### config.mk
export PLATFORM = sky130hd
export DESIGN_NAME = bpc_bridge_command
export DESIGN_NICKNAME = d
export VERILOG_FILES = /design/src/core/bpc_pkg.sv /design/src/core/bpc_bridge_command.sv
export SDC_FILE = /design/constraint.sdc
export NUM_CORES = 1
export LEC_CHECK = 0
export ABC_CLOCK_PERIOD_IN_PS = 1000
export BUFFER_PORTS_ARGS = -buffer_cell sky130_fd_sc_hd__buf_2
export CAP_MARGIN = 5
export CELL_PAD_IN_SITES_DETAIL_PLACEMENT = 0
export CELL_PAD_IN_SITES_GLOBAL_PLACEMENT = 2
export CORE_MARGIN = 2
export CORE_UTILIZATION = 17
export DETAILED_ROUTE_END_ITERATION = 10
export GPL_TIMING_DRIVEN = 0
export PLACE_DENSITY_LB_ADDON = 0.1
export SKIP_CTS_REPAIR_TIMING = 1
export SLEW_MARGIN = 20
export SYNTH_ARGS = -nofsm -noshare
export SYNTH_HDL_FRONTEND = slang
export SYNTH_SLANG_ARGS = --single-unit
### constraint.sdc
create_clock -name ref_clk -period 1 [get_ports ref_clk]
set_input_delay 0.15 -clock ref_clk [delete_from_list [all_inputs] [get_ports ref_clk]]
set_output_delay 0.15 -clock ref_clk [all_outputs]
set_load 0.01 [all_outputs]
### src/core/bpc_pkg.sv
// Package for the bridge port command register block
package bpc_pkg;
   localparam logic [11:0] BRIDGE_COMMAND_OFFSET = 12'h004;
   localparam logic [15:0] BRIDGE_COMMAND_RESET  = 16'h0000;
   localparam logic [15:0] BRIDGE_COMMAND_WMASK  = 16'h0547;
   localparam int IO_SPACE_ENABLE_BIT      = 0;
   localparam int MEMORY_SPACE_ENABLE_BIT  = 1;
   localparam int BUS_MASTERING_ENABLE_BIT = 2;
   localparam int PARITY_ERROR_ENABLE_BIT  = 6;
   localparam int SYSTEM_ERROR_ENABLE_BIT  = 8;
   localparam int INTERRUPT_DISABLE_BIT    = 10;
   localparam int SIGNALLED_SERR_BIT       = 14;
   localparam logic [11:0] BRIDGE_STATUS_OFFSET = 12'h006;

   // Upstream request kinds arriving from the secondary side
   typedef enum logic [2:0] {
      BPC_REQ_MEM, BPC_REQ_IO, BPC_REQ_MSI, BPC_REQ_CPL, BPC_REQ_MSG, BPC_REQ_CFG
   } bpc_req_kind_t;

   // Configuration access: byte address, byte enables
   typedef struct packed {
      logic        rd;
      logic        wr;
      logic [11:0] addr;
      logic [3:0]  be;
      logic [31:0] wdata;
   } bpc_cfg_req_t;

   // Upstream request description
   typedef struct packed {
      logic          valid;
      bpc_req_kind_t kind;
      logic          nonPosted;
   } bpc_up_req_t;

   // Error message inputs and reporting enables
   typedef struct packed {
      logic ownNonFatal;
      logic ownFatal;
      logic devNonFatalEn;
      logic devFatalEn;
      logic secNonFatal;
      logic secFatal;
      logic secCor;
   } bpc_err_in_t;

   typedef struct packed {
      logic [15:0] command;
      logic        serrStatus;
      logic [31:0] rdata;
      logic        rvalid;
      logic        ioClaim;
      logic        memClaim;
      logic        upForward;
      logic        upUr;
      logic        upUrCpl;
      logic        sendNonFatal;
      logic        sendFatal;
      logic        sendCor;
      logic        ownIntx;
      logic        intxAssertMsg;
      logic        intxDeassertMsg;
      logic        fwdIntx;
   } bpc_state_t;
endpackage
### src/core/bpc_bridge_command.sv
// Command register of one bridge port and the gating it applies
`timescale 1ns/1ps
// Functional notes
// - I/O window requests claimed only while I/O space enable is set.
// - Memory and prefetch window requests claimed only while memory space enable set.
// - Without bus mastering, upstream memory, I/O and MSI requests become Unsupported Request.
// - Without bus mastering, upstream non-posted memory, I/O and MSI requests get an Unsupported Request completion.
// - Bus mastering never blocks completions nor requests other than memory, I/O and MSI.
// - Own fatal/non-fatal errors reported if system-error enable or device control enable.
// - Secondary fatal/non-fatal messages forwarded only while system-error enable set.
// - Correctable error messages always forwarded upstream.
// - Interrupt disable deasserts own INTx, sending deassert message on state change.
// - Interrupt disable never affects forwarded secondary INTx.
// - Special-cycle, write-invalidate, palette-snoop, stepping, back-to-back bits read zero.
// - Parity error enable is stored and read back, no effect.
// - Every command field resets to zero, so all gating starts off.
// - Sending fatal/non-fatal with system-error enable sets status bit; write one clears.
module bpc_bridge_command (
   input  wire logic                  ref_clk,
   input  wire logic                  rst,
   input  wire logic                  clkEn,
   input  wire bpc_pkg::bpc_cfg_req_t cfgReq,
   input  wire logic                  ioHit,
   input  wire logic                  memHit,
   input  wire logic                  prefetchHit,
   input  wire bpc_pkg::bpc_up_req_t  upReq,
   input  wire bpc_pkg::bpc_err_in_t  errIn,
   input  wire logic                  ownIntxReq,
   input  wire logic                  secIntx,
   output logic [15:0]                command,
   output logic                       serrStatus,
   output logic [31:0]                cfgRdata,
   output logic                       cfgRvalid,
   output logic                       ioClaim,
   output logic                       memClaim,
   output logic                       upForward,
   output logic                       upUr,
   output logic                       upUrCpl,
   output logic                       sendNonFatal,
   output logic                       sendFatal,
   output logic                       sendCor,
   output logic                       ownIntx,
   output logic                       intxAssertMsg,
   output logic                       intxDeassertMsg,
   output logic                       fwdIntx
);
   bpc_pkg::bpc_state_t st;
   bpc_pkg::bpc_state_t next_st;

   // Merge a byte-enabled write into a 16-bit field limited by a write mask
   function automatic logic [15:0] merge16(input logic [15:0] old, input logic [15:0] wd,
                                           input logic [1:0] be, input logic [15:0] wmask);
      logic [15:0] lanes;
      lanes = {{8{be[1]}}, {8{be[0]}}} & wmask;
      return (old & ~lanes) | (wd & lanes);
   endfunction

   logic cmdSel;
   logic serrEn;
   logic memIo;
   logic intxGate;
   assign cmdSel   = cfgReq.addr == bpc_pkg::BRIDGE_COMMAND_OFFSET;
   assign serrEn   = st.command[bpc_pkg::SYSTEM_ERROR_ENABLE_BIT];
   assign memIo    = upReq.kind == bpc_pkg::BPC_REQ_MEM || upReq.kind == bpc_pkg::BPC_REQ_IO
                     || upReq.kind == bpc_pkg::BPC_REQ_MSI;
   assign intxGate = ownIntxReq & ~st.command[bpc_pkg::INTERRUPT_DISABLE_BIT];

   always_comb begin
      next_st = st;
      next_st.rvalid = 1'b0;
      if (cfgReq.wr && cmdSel) begin
         // Only bits 0,1,2,6,8,10 can change, so reserved and fixed bits stay zero
         next_st.command = merge16(st.command, cfgReq.wdata[15:0], cfgReq.be[1:0],
                                   bpc_pkg::BRIDGE_COMMAND_WMASK);
         if (cfgReq.be[3] && cfgReq.wdata[16 + bpc_pkg::SIGNALLED_SERR_BIT])
            next_st.serrStatus = 1'b0;
      end
      if (cfgReq.rd) begin
         next_st.rvalid = 1'b1;
         next_st.rdata  = cmdSel ? {1'b0, st.serrStatus, 14'h0000, st.command} : 32'h0000_0000;
      end
      next_st.ioClaim  = ioHit & st.command[bpc_pkg::IO_SPACE_ENABLE_BIT];
      next_st.memClaim = (memHit | prefetchHit) & st.command[bpc_pkg::MEMORY_SPACE_ENABLE_BIT];
      // Completions and other messages pass regardless of bus mastering
      next_st.upForward = upReq.valid & (~memIo | st.command[bpc_pkg::BUS_MASTERING_ENABLE_BIT]);
      next_st.upUr      = upReq.valid & memIo & ~st.command[bpc_pkg::BUS_MASTERING_ENABLE_BIT];
      next_st.upUrCpl   = upReq.valid & memIo & upReq.nonPosted
                          & ~st.command[bpc_pkg::BUS_MASTERING_ENABLE_BIT];
      next_st.sendNonFatal = (errIn.ownNonFatal & (serrEn | errIn.devNonFatalEn))
                             | (errIn.secNonFatal & serrEn);
      next_st.sendFatal    = (errIn.ownFatal & (serrEn | errIn.devFatalEn))
                             | (errIn.secFatal & serrEn);
      next_st.sendCor      = errIn.secCor;
      // Set wins over a same-cycle clear
      if ((next_st.sendNonFatal | next_st.sendFatal) & serrEn)
         next_st.serrStatus = 1'b1;
      next_st.ownIntx         = intxGate;
      next_st.intxAssertMsg   = intxGate & ~st.ownIntx;
      next_st.intxDeassertMsg = ~intxGate & st.ownIntx;
      next_st.fwdIntx         = secIntx;
   end

   always_ff @(posedge ref_clk or posedge rst) begin
      if (rst) begin
         st <= '0;
      end else if (clkEn) begin
         st <= next_st;
      end
   end

   assign command         = st.command;
   assign serrStatus      = st.serrStatus;
   assign cfgRdata        = st.rdata;
   assign cfgRvalid       = st.rvalid;
   assign ioClaim         = st.ioClaim;
   assign memClaim        = st.memClaim;
   assign upForward       = st.upForward;
   assign upUr            = st.upUr;
   assign upUrCpl         = st.upUrCpl;
   assign sendNonFatal    = st.sendNonFatal;
   assign sendFatal       = st.sendFatal;
   assign sendCor         = st.sendCor;
   assign ownIntx         = st.ownIntx;
   assign intxAssertMsg   = st.intxAssertMsg;
   assign intxDeassertMsg = st.intxDeassertMsg;
   assign fwdIntx         = st.fwdIntx;
endmodule

==> results of run 1 <==
-- layout make-up --
cell class | instances | share of cell area, %
buffer | 38 | 12.1
clock inverter | 1 | 0.327
inverter | 10 | 1.63
timing repair buffer | 86 | 23.1
tap | 105 | 5.72
multi-input combinational | 88 | 25.9
sequential | 27 | 29.5
clock buffer | 3 | 1.80
-- power breakdown --
| part | total (mW) | switching [mW] | internal (mW) |
|---|---|---|---|
| Clock | 0.653 | 0.370 | 0.283 |
| Combinational | 0.480 | 0.225 | 0.256 |
| Sequential | 1.15 | 0.0228 | 1.13 |
-- cell usage in the layout, fill, tap and decap left out, types with 4 or more instances in the layout --
| cell type | count |
|---|---|
| nand3_1 | 4 |
| o21ai_0 | 4 |
| mux2_2 | 5 |
| mux2_4 | 6 |
| conb_1 | 35 |
| a22o_1 | 7 |
| dfrtp_1 | 26 |
| buf_2 | 61 |
| inv_1 | 9 |
| buf_4 | 50 |
| buf_6 | 10 |
-- worst max path at each step --
stage | start | end | slack [ns] | cells past startpoint
after CTS | cfgReq[46] | flip-flop | -0.60 | 5
after global placement | cfgReq[46] | flip-flop | -0.91 | 5
after global routing | cfgReq[36] | flip-flop | -0.55 | 4
after detailed placement | cfgReq[46] | flip-flop | -0.90 | 5
after floorplan | cfgReq[46] | flip-flop | -0.75 | 4
final | cfgReq[36] | flip-flop | -0.54 | 4
-- per-layer routing --
layer / vias to the layer above / global-route usage (%) / wire [µm]
met5: - / 0 / 0
li1: 621 / - / -
met4: 0 / 2.90 / 0
met2: 45 / 15.3 / 2120
met3: 0 / 2.53 / 281
met1: 587 / 9.97 / 1640
-- kinds of logic (layout without fill, tap and decap cells) --
kind of cell / after synthesis / count (layout) / synth area share, %
compound gates: 20 / 20 / 9.90
buf+inv: 49 / 138 / 22.4
flops: 27 / 27 / 47.7
mux: 11 / 11 / 9.81
other cells: 1 / 35 / 0.265
simple gates: 22 / 22 / 9.90
-- through the flow --
step	worst slack, ns	hold slack [ns]	instance area [µm²]
after global routing	-0.555	-0.0438	2300
after floorplan	-0.755	0.203	1560
final	-0.544	-0.0830	2300
after detailed placement	-0.905	0.263	2040
after CTS	-0.605	-0.0578	2090
after global placement	-0.906	0.385	2040
-- critical path, cell delays in order --
cell,delay (ns)
buf_6,0.09
or4_4,0.55
or4_4,0.60
mux2_4,0.32
==> metrics.cfg, run 1 <==
[pwr]
p_leak_nw = 1.29
p_per_area_nw_per_um2 = 995
ir_worst_vdd_mv = 0.456
finalPower_mw = 2.29

[synth]
yosys_register_bits = 27
yosysTopAreaCell = dfrtp_1
synth_area_per_cell_um2 = 10.9
synth-main-ff-cell = dfrtp_1
async_flop_share_pct = 100
synth_edf_count = 0
syn_area_um2 = 1420
yosysMostFrequentCell = buf_4
synthTopCellsByArea = dfrtp_1, buf_4, mux2_2, a22o_1, mux2_4
synth_top_cell_area_share_pct = 47.7
yosysUniqueCellTypes = 26
synth_warnings = 0
netlist_instances = 130
synth_common_cells = buf_4, dfrtp_1, inv_1, a22o_1, mux2_2
ys_seq_area_share_pct = 47.7

[die]
die_w_um = 95.2
die_area_um2 = 9070
io_pins = 132
core_um2 = 8130
dieHeight_um = 95.2
rows = 33
initial_core_util_pct = 17.4

[cells_and_area]
instances_no_fill = 358
fin_nets = 324
diodes = 0
multi_input_area_um2 = 596
regArea_um2 = 677
final_layout_size_suffix_gt1_share_pct = 58.9
fillers = 900
post-route-util_pct = 28.3
area_delta_synth_final_pct = 62.4

[setup_path]
timing.rr.end = sendFatal
worst_r2r_path_depth = 3
worst_setup_path_start_kind = input pin
cp-end-kind = flip-flop
cp_max_fo = 4
criticalPathCategory = input pin to flip-flop
ff2ff_setup_slack_ns = -0.03
required_ns = 1.16
arrival_ns = 1.71

[timing]
hold_viol_final = 27
finalSetupViolCount = 19
slew_headroom_pct = 60.4
period_share_pct = 154
hold_slack_ns = -0.0830
fmax_mhz = 648
grt_setup_unrepaired = true
fin_worst_skew_ns = 0.0103
tns_ns = -5.36
setup_ws_ns = -0.544
max_slew.worst_pin.slew_ns = 0.593
maxSlewViolCount = 0
fin_crit_ns = 1.54

[routing]
routed_wl_um = 4040
drt-pass1-iter-count = 4
drt_iter0_markers = 30
vias_per_cell = 3.50
ant_nets = 0
drt-wirelength-per-cell_um = 11.3
vias = 1253
post-route-drc-count = 0

[global_routing]
grt_usage_pct = 8.65
grt_pass1_vias = 1115
antenna_found_initial = 0
grt_max_degree = 28
overflow = 0
grt_pass1_wl_um = 5890

[worst_hold_path]
hold_path.class = input pin to async pin

[clock_tree]
root_buffer = clkbuf_8
clock_latency_ns = 0.28
cts_buffers = 3
cts_tree = yes
clock_path_buffers = 2
htree_num_levels = 1
clkSlewWorstSetupHoldPaths_ns = 0.11
cts_sinks = 27

[place]
gp_congestion = 0.666
io_buffers = 69
placed_cells = 338
dp_hpwl_um = 3150

[status]
status = complete, but fails checks
violations = negative hold slack, negative setup slack

[job]
drv_cap = 0

No activity file was read; power rests on OpenSTA's default activity.
==> run 2, diff against run 1 <==
Settings changed: HOLD_SLACK_MARGIN set to 0.08.
==> run 2 against run 1 <==
Net effect: the flow still finishes with violations (negative hold slack, negative setup slack); register-to-register slack hardly changed; critical path depth stayed put; clock-buffer cell count stayed put; non-clock buffer count is 4 higher; wire length is 1.2% higher; worst hold slack better by 0.0043 ns; clock power is 0.8% lower; largest power group unchanged.
==> metrics.cfg, run 2 (same netlist as run 1, synthesis figures left out) <==
[status]
status = complete, but fails checks
violations = negative hold slack, negative setup slack

[timing]
fin_crit_ns = 1.55
period_share_pct = 155
hold_slack_ns = -0.0788
slew_headroom_pct = 59.9
finalSetupViolCount = 19
max_slew.worst_pin.slew_ns = 0.601
fin_worst_skew_ns = 0.0105
fmax_mhz = 646
maxSlewViolCount = 0
setup_ws_ns = -0.548
hold_viol_final = 27
grt_setup_unrepaired = true

[place]
gp_congestion = 0.666
dpl_cell_area_um2 = 2040
dp_hpwl_um = 3150
dp_slack_ns = -0.905
io_buffers = 69
placed_cells = 338

[die]
initial_core_util_pct = 17.4
rows = 33
io_pins = 132
core_um2 = 8130
die_w_um = 95.2
dieHeight_um = 95.2
die_area_um2 = 9070

[pwr]
pwr-share-comb_pct = 21.5
switchingPower_mw = 0.616
power_frac_clock_pct = 28.2
p_sw_share_pct = 26.8
cell_internal_pwr_mw = 1.68
p_leak_nw = 1.31
ir_worst_vdd_mv = 0.454
p_seq_share_pct = 50.3
p_per_area_nw_per_um2 = 982

[routing]
drt_iter0_markers = 34
post-route-drc-count = 0
drt-wirelength-per-cell_um = 11.3
drt-pass1-iter-count = 4
routed_wl_um = 4090
vias = 1264
vias_per_cell = 3.49
ant_nets = 0

[clock_tree]
clkSlewWorstSetupHoldPaths_ns = 0.11
cts_sinks = 27
htree_num_levels = 1
clock_path_buffers = 2
clock_latency_ns = 0.28
cts_buffers = 3
cts_tree = yes
root_buffer = clkbuf_8

[worst_hold_path]
hold_path.class = input pin to async pin

[cells_and_area]
diodes = 0
instances_no_fill = 362
layout_commonest_cell = buf_2
layout_common_cells = buf_2, buf_4, conb_1
fin_nets = 328
design_area_um2 = 2340
final_layout_size_suffix_gt1_share_pct = 58.0
area_delta_synth_final_pct = 65.3

[global_routing]
grt_pass1_wl_um = 5890
grt_max_degree = 28
overflow = 0
antenna_found_initial = 0
grt_pass1_vias = 1115
grt_usage_pct = 8.65

[setup_path]
criticalPathCategory = input pin to flip-flop
worst_setup_path_start_kind = input pin
required_ns = 1.16
arrival_ns = 1.71
cp_max_fo = 4
cp-end-kind = flip-flop
crit_start = cfgReq[36]

[job]
drv_cap = 0

run 2: through the flow:
step	power [mW]	TNS [ns]	utilization [%]	hold WS, ns
after floorplan	1.45	-7.59	-	0.203
after global placement	1.61	-20.35	25.1	0.385
after detailed placement	1.61	-13.35	25.1	0.263
after CTS	2.27	-8.09	25.7	-0.0578
after global routing	2.46	-6.19	28.7	-0.0438
final	2.30	-5.37	28.7	-0.0788
run 2: final timing paths:
path | end | slack (ns) | cells after the start
max | flip-flop | -0.55 | 4
min | sendCor | -0.08 | 2
max reg2reg | sendFatal | -0.03 | 3
min reg2reg | cfgRdata[1] | 0.51 | 1
max in group asynchronous | async pin | 0.66 | 2
min in group ref_clk | sendCor | 0.09 | 2
run 2: cell type report:
class	count	area, µm²
Multi-Input combinational cell	88	596
Fill cell	898	5800
Timing Repair Buffer	90	571
Sequential cell	27	677
Inverter	10	37.5
Buffer	38	278
Clock inverter	1	7.51
Tap cell	105	131
Clock buffer	3	41.3
run 2: worst max-delay path: stages:
cell and delay, ns:
buf_6 0.09, or4_4 0.55, or4_4 0.60, mux2_4 0.32
run 2: routing by layer:
layer	up-vias	share of wire, %	track usage, %
li1	626	-	-
met5	-	0	0
met2	45	52	15.3
met4	0	0	2.90
met3	0	7.7	2.53
met1	593	40	9.97
run 2: power groups by stage:
stage	clock, mW	sequential (mW)	combinational, mW
floorplan	0	1.19	0.256
global placement	0	1.17	0.435
detailed placement	0	1.17	0.431
CTS	0.689	1.15	0.431
global route	0.754	1.16	0.547
finish	0.648	1.15	0.493
==> run 3, diff against run 2 <==
Settings changed: ABC_AREA set to 1, CORE_UTILIZATION 17 to 16.
==> run 3 against run 2 <==
Net effect: the run still ends with negative hold slack, negative setup slack left; non-clock buffer count down 10; worst hold slack improved by 0.013 ns; final cell count is 14% higher; worst setup slack gained 0.50 ns; maximum frequency increased by 48%; die area rose by 13%; critical path depth decreased by 3; critical path type is now flip-flop to primary output; largest cell class unchanged.
==> metrics.cfg, run 3 <==
[status]
status = complete, but fails checks
violations = negative hold slack, negative setup slack

[cells_and_area]
area_delta_synth_final_pct = 51.8
instances_no_fill = 412
final_layout_size_suffix_gt1_share_pct = 43.9
layout_common_cells = buf_2, nand2_1, buf_4
diodes = 0
layout_commonest_cell = buf_2
fin_nets = 372

[setup_path]
cp_max_fo = 7
cpMaxStageDelayCell = dfrtp_2
worst_r2r_path_depth = 6
required_ns = 0.85
arrival_ns = 0.90
path_delay_family = flip-flops
crit_chain = buf_6
crit_buf_inv = 1
criticalPathCategory = flip-flop to primary output
endpoint = command[8]
critPathMaxStageDelay_ns = 0.48
worst_setup_path_start_kind = flip-flop
cp-end-kind = primary output
critical_path_depth = 1
ff2ff_setup_slack_ns = 0.02
timing.rr.end = serrStatus

[routing]
vias_per_cell = 3.31
drt-pass1-iter-count = 4
ant_nets = 0
post-route-drc-count = 0
drt_iter0_markers = 34
routed_wl_um = 4120
drt-wirelength-per-cell_um = 10.0
vias = 1362

[synth]
synthTopCellsByArea = dfrtp_1, buf_4, nand2_1, inv_1, o21ai_0
yosys_register_bits = 27
yosysMostFrequentCell = nand2_1
async_flop_share_pct = 100
ys_seq_area_share_pct = 44.6
synth_warnings = 0
yosysTopAreaCell = dfrtp_1
synth_area_per_cell_um2 = 8.33
synth_edf_count = 0
syn_area_um2 = 1520
netlist_instances = 182
yosysUniqueCellTypes = 21
synth_common_cells = nand2_1, buf_4, dfrtp_1, inv_1, o21ai_0
synth-main-ff-cell = dfrtp_1
synth_top_cell_area_share_pct = 44.6

[clock_tree]
cts_tree = yes
clock_path_buffers = 2
cts_buffers = 3
cts_sinks = 27
clkSlewWorstSetupHoldPaths_ns = 0.09
root_buffer = clkbuf_8
htree_num_levels = 1
clock_latency_ns = 0.27

[global_routing]
grt_max_degree = 28
overflow = 0
grt_pass1_wl_um = 6150
antenna_found_initial = 0
grt_usage_pct = 7.71
grt_pass1_vias = 1211

[timing]
fin_crit_ns = 1.05
maxSlewViolCount = 0
period_share_pct = 105
hold_slack_ns = -0.0658
hold_viol_final = 27
max_slew.worst_pin.slew_ns = 0.612
fmax_mhz = 954
setup_ws_ns = -0.0481
slew_headroom_pct = 59.1
finalSetupViolCount = 2
fin_worst_skew_ns = 0.00105
grt_setup_unrepaired = true

[die]
dieHeight_um = 101
io_pins = 132
initial_core_util_pct = 16.5
die_area_um2 = 10300
core_um2 = 9200
die_w_um = 101
rows = 35

[pwr]
p_per_area_nw_per_um2 = 967
ir_worst_vdd_mv = 0.388
p_leak_nw = 1.38
finalPower_mw = 2.22

[place]
gp_congestion = 0.674
io_buffers = 70
dp_hpwl_um = 3290
dp_slack_ns = -0.218
placed_cells = 397

[job]
drv_cap = 0

[worst_hold_path]
hold_path.class = input pin to async pin

==> run 3: worst min-delay path by stage <==
stage	startpoint	to	slack, ns	cells past startpoint
detailed placement	rst	upUr	0.28	2
global placement	cfgReq[0]	flip-flop	0.35	3
CTS	rst	sendCor	-0.03	2
floorplan	rst	async pin	0.20	1
global route	rst	upUr	-0.01	2
finish	rst	upUrCpl	-0.07	2
==> run 3: report_power, final <==
group | total, mW | switching [mW] | internal (mW)
combinational | 0.457 | 0.238 | 0.219
clock | 0.618 | 0.333 | 0.285
sequential | 1.15 | 0.0202 | 1.13
==> run 3: routing by layer <==
| metal | GRT usage [%] | routed length (µm) | up-vias | part of all wire (%) |
|---|---|---|---|---|
| li1 | - | - | 730 | - |
| met4 | 2.18 | 23 | 0 | 0.56 |
| met2 | 12.1 | 1710 | 68 | 41 |
| met1 | 10.5 | 1970 | 562 | 48 |
| met3 | 2.00 | 425 | 2 | 10 |
| met5 | 0 | 0 | - | 0 |
==> run 3: area by class of cell <==
cell class,instances,area (µm²)
flip-flops and latches,27,678
multi-input cells,134,636
repair buffers,81,462
inverters,18,67.6
clock buffers,4,45.0
fillers,1032,6900
well taps,111,139
plain buffers,37,273
==> run 3: kinds of logic after synthesis <==
group	Yosys count	share of synthesized area, %
compound gates	17	5.61
simple gates	82	27.2
other cells	1	0.247
flops	27	44.6
buf+inv	55	22.4
==> run 3: through the flow <==
step | cell area (µm²) | util, % | hold slack (ns) | setup TNS, ns
6_report | 2300 | 25.0 | -0.0658 | -0.0503
5_1_grt | 2300 | 25.0 | -0.0144 | -0.335
4_1_cts | 2180 | 23.7 | -0.0266 | -0.378
3_5_place_dp | 2130 | 23.2 | 0.280 | -3.51
3_3_place_gp | 2130 | 23.2 | 0.353 | -10.71
2_1_floorplan | 1640 | - | 0.203 | 0
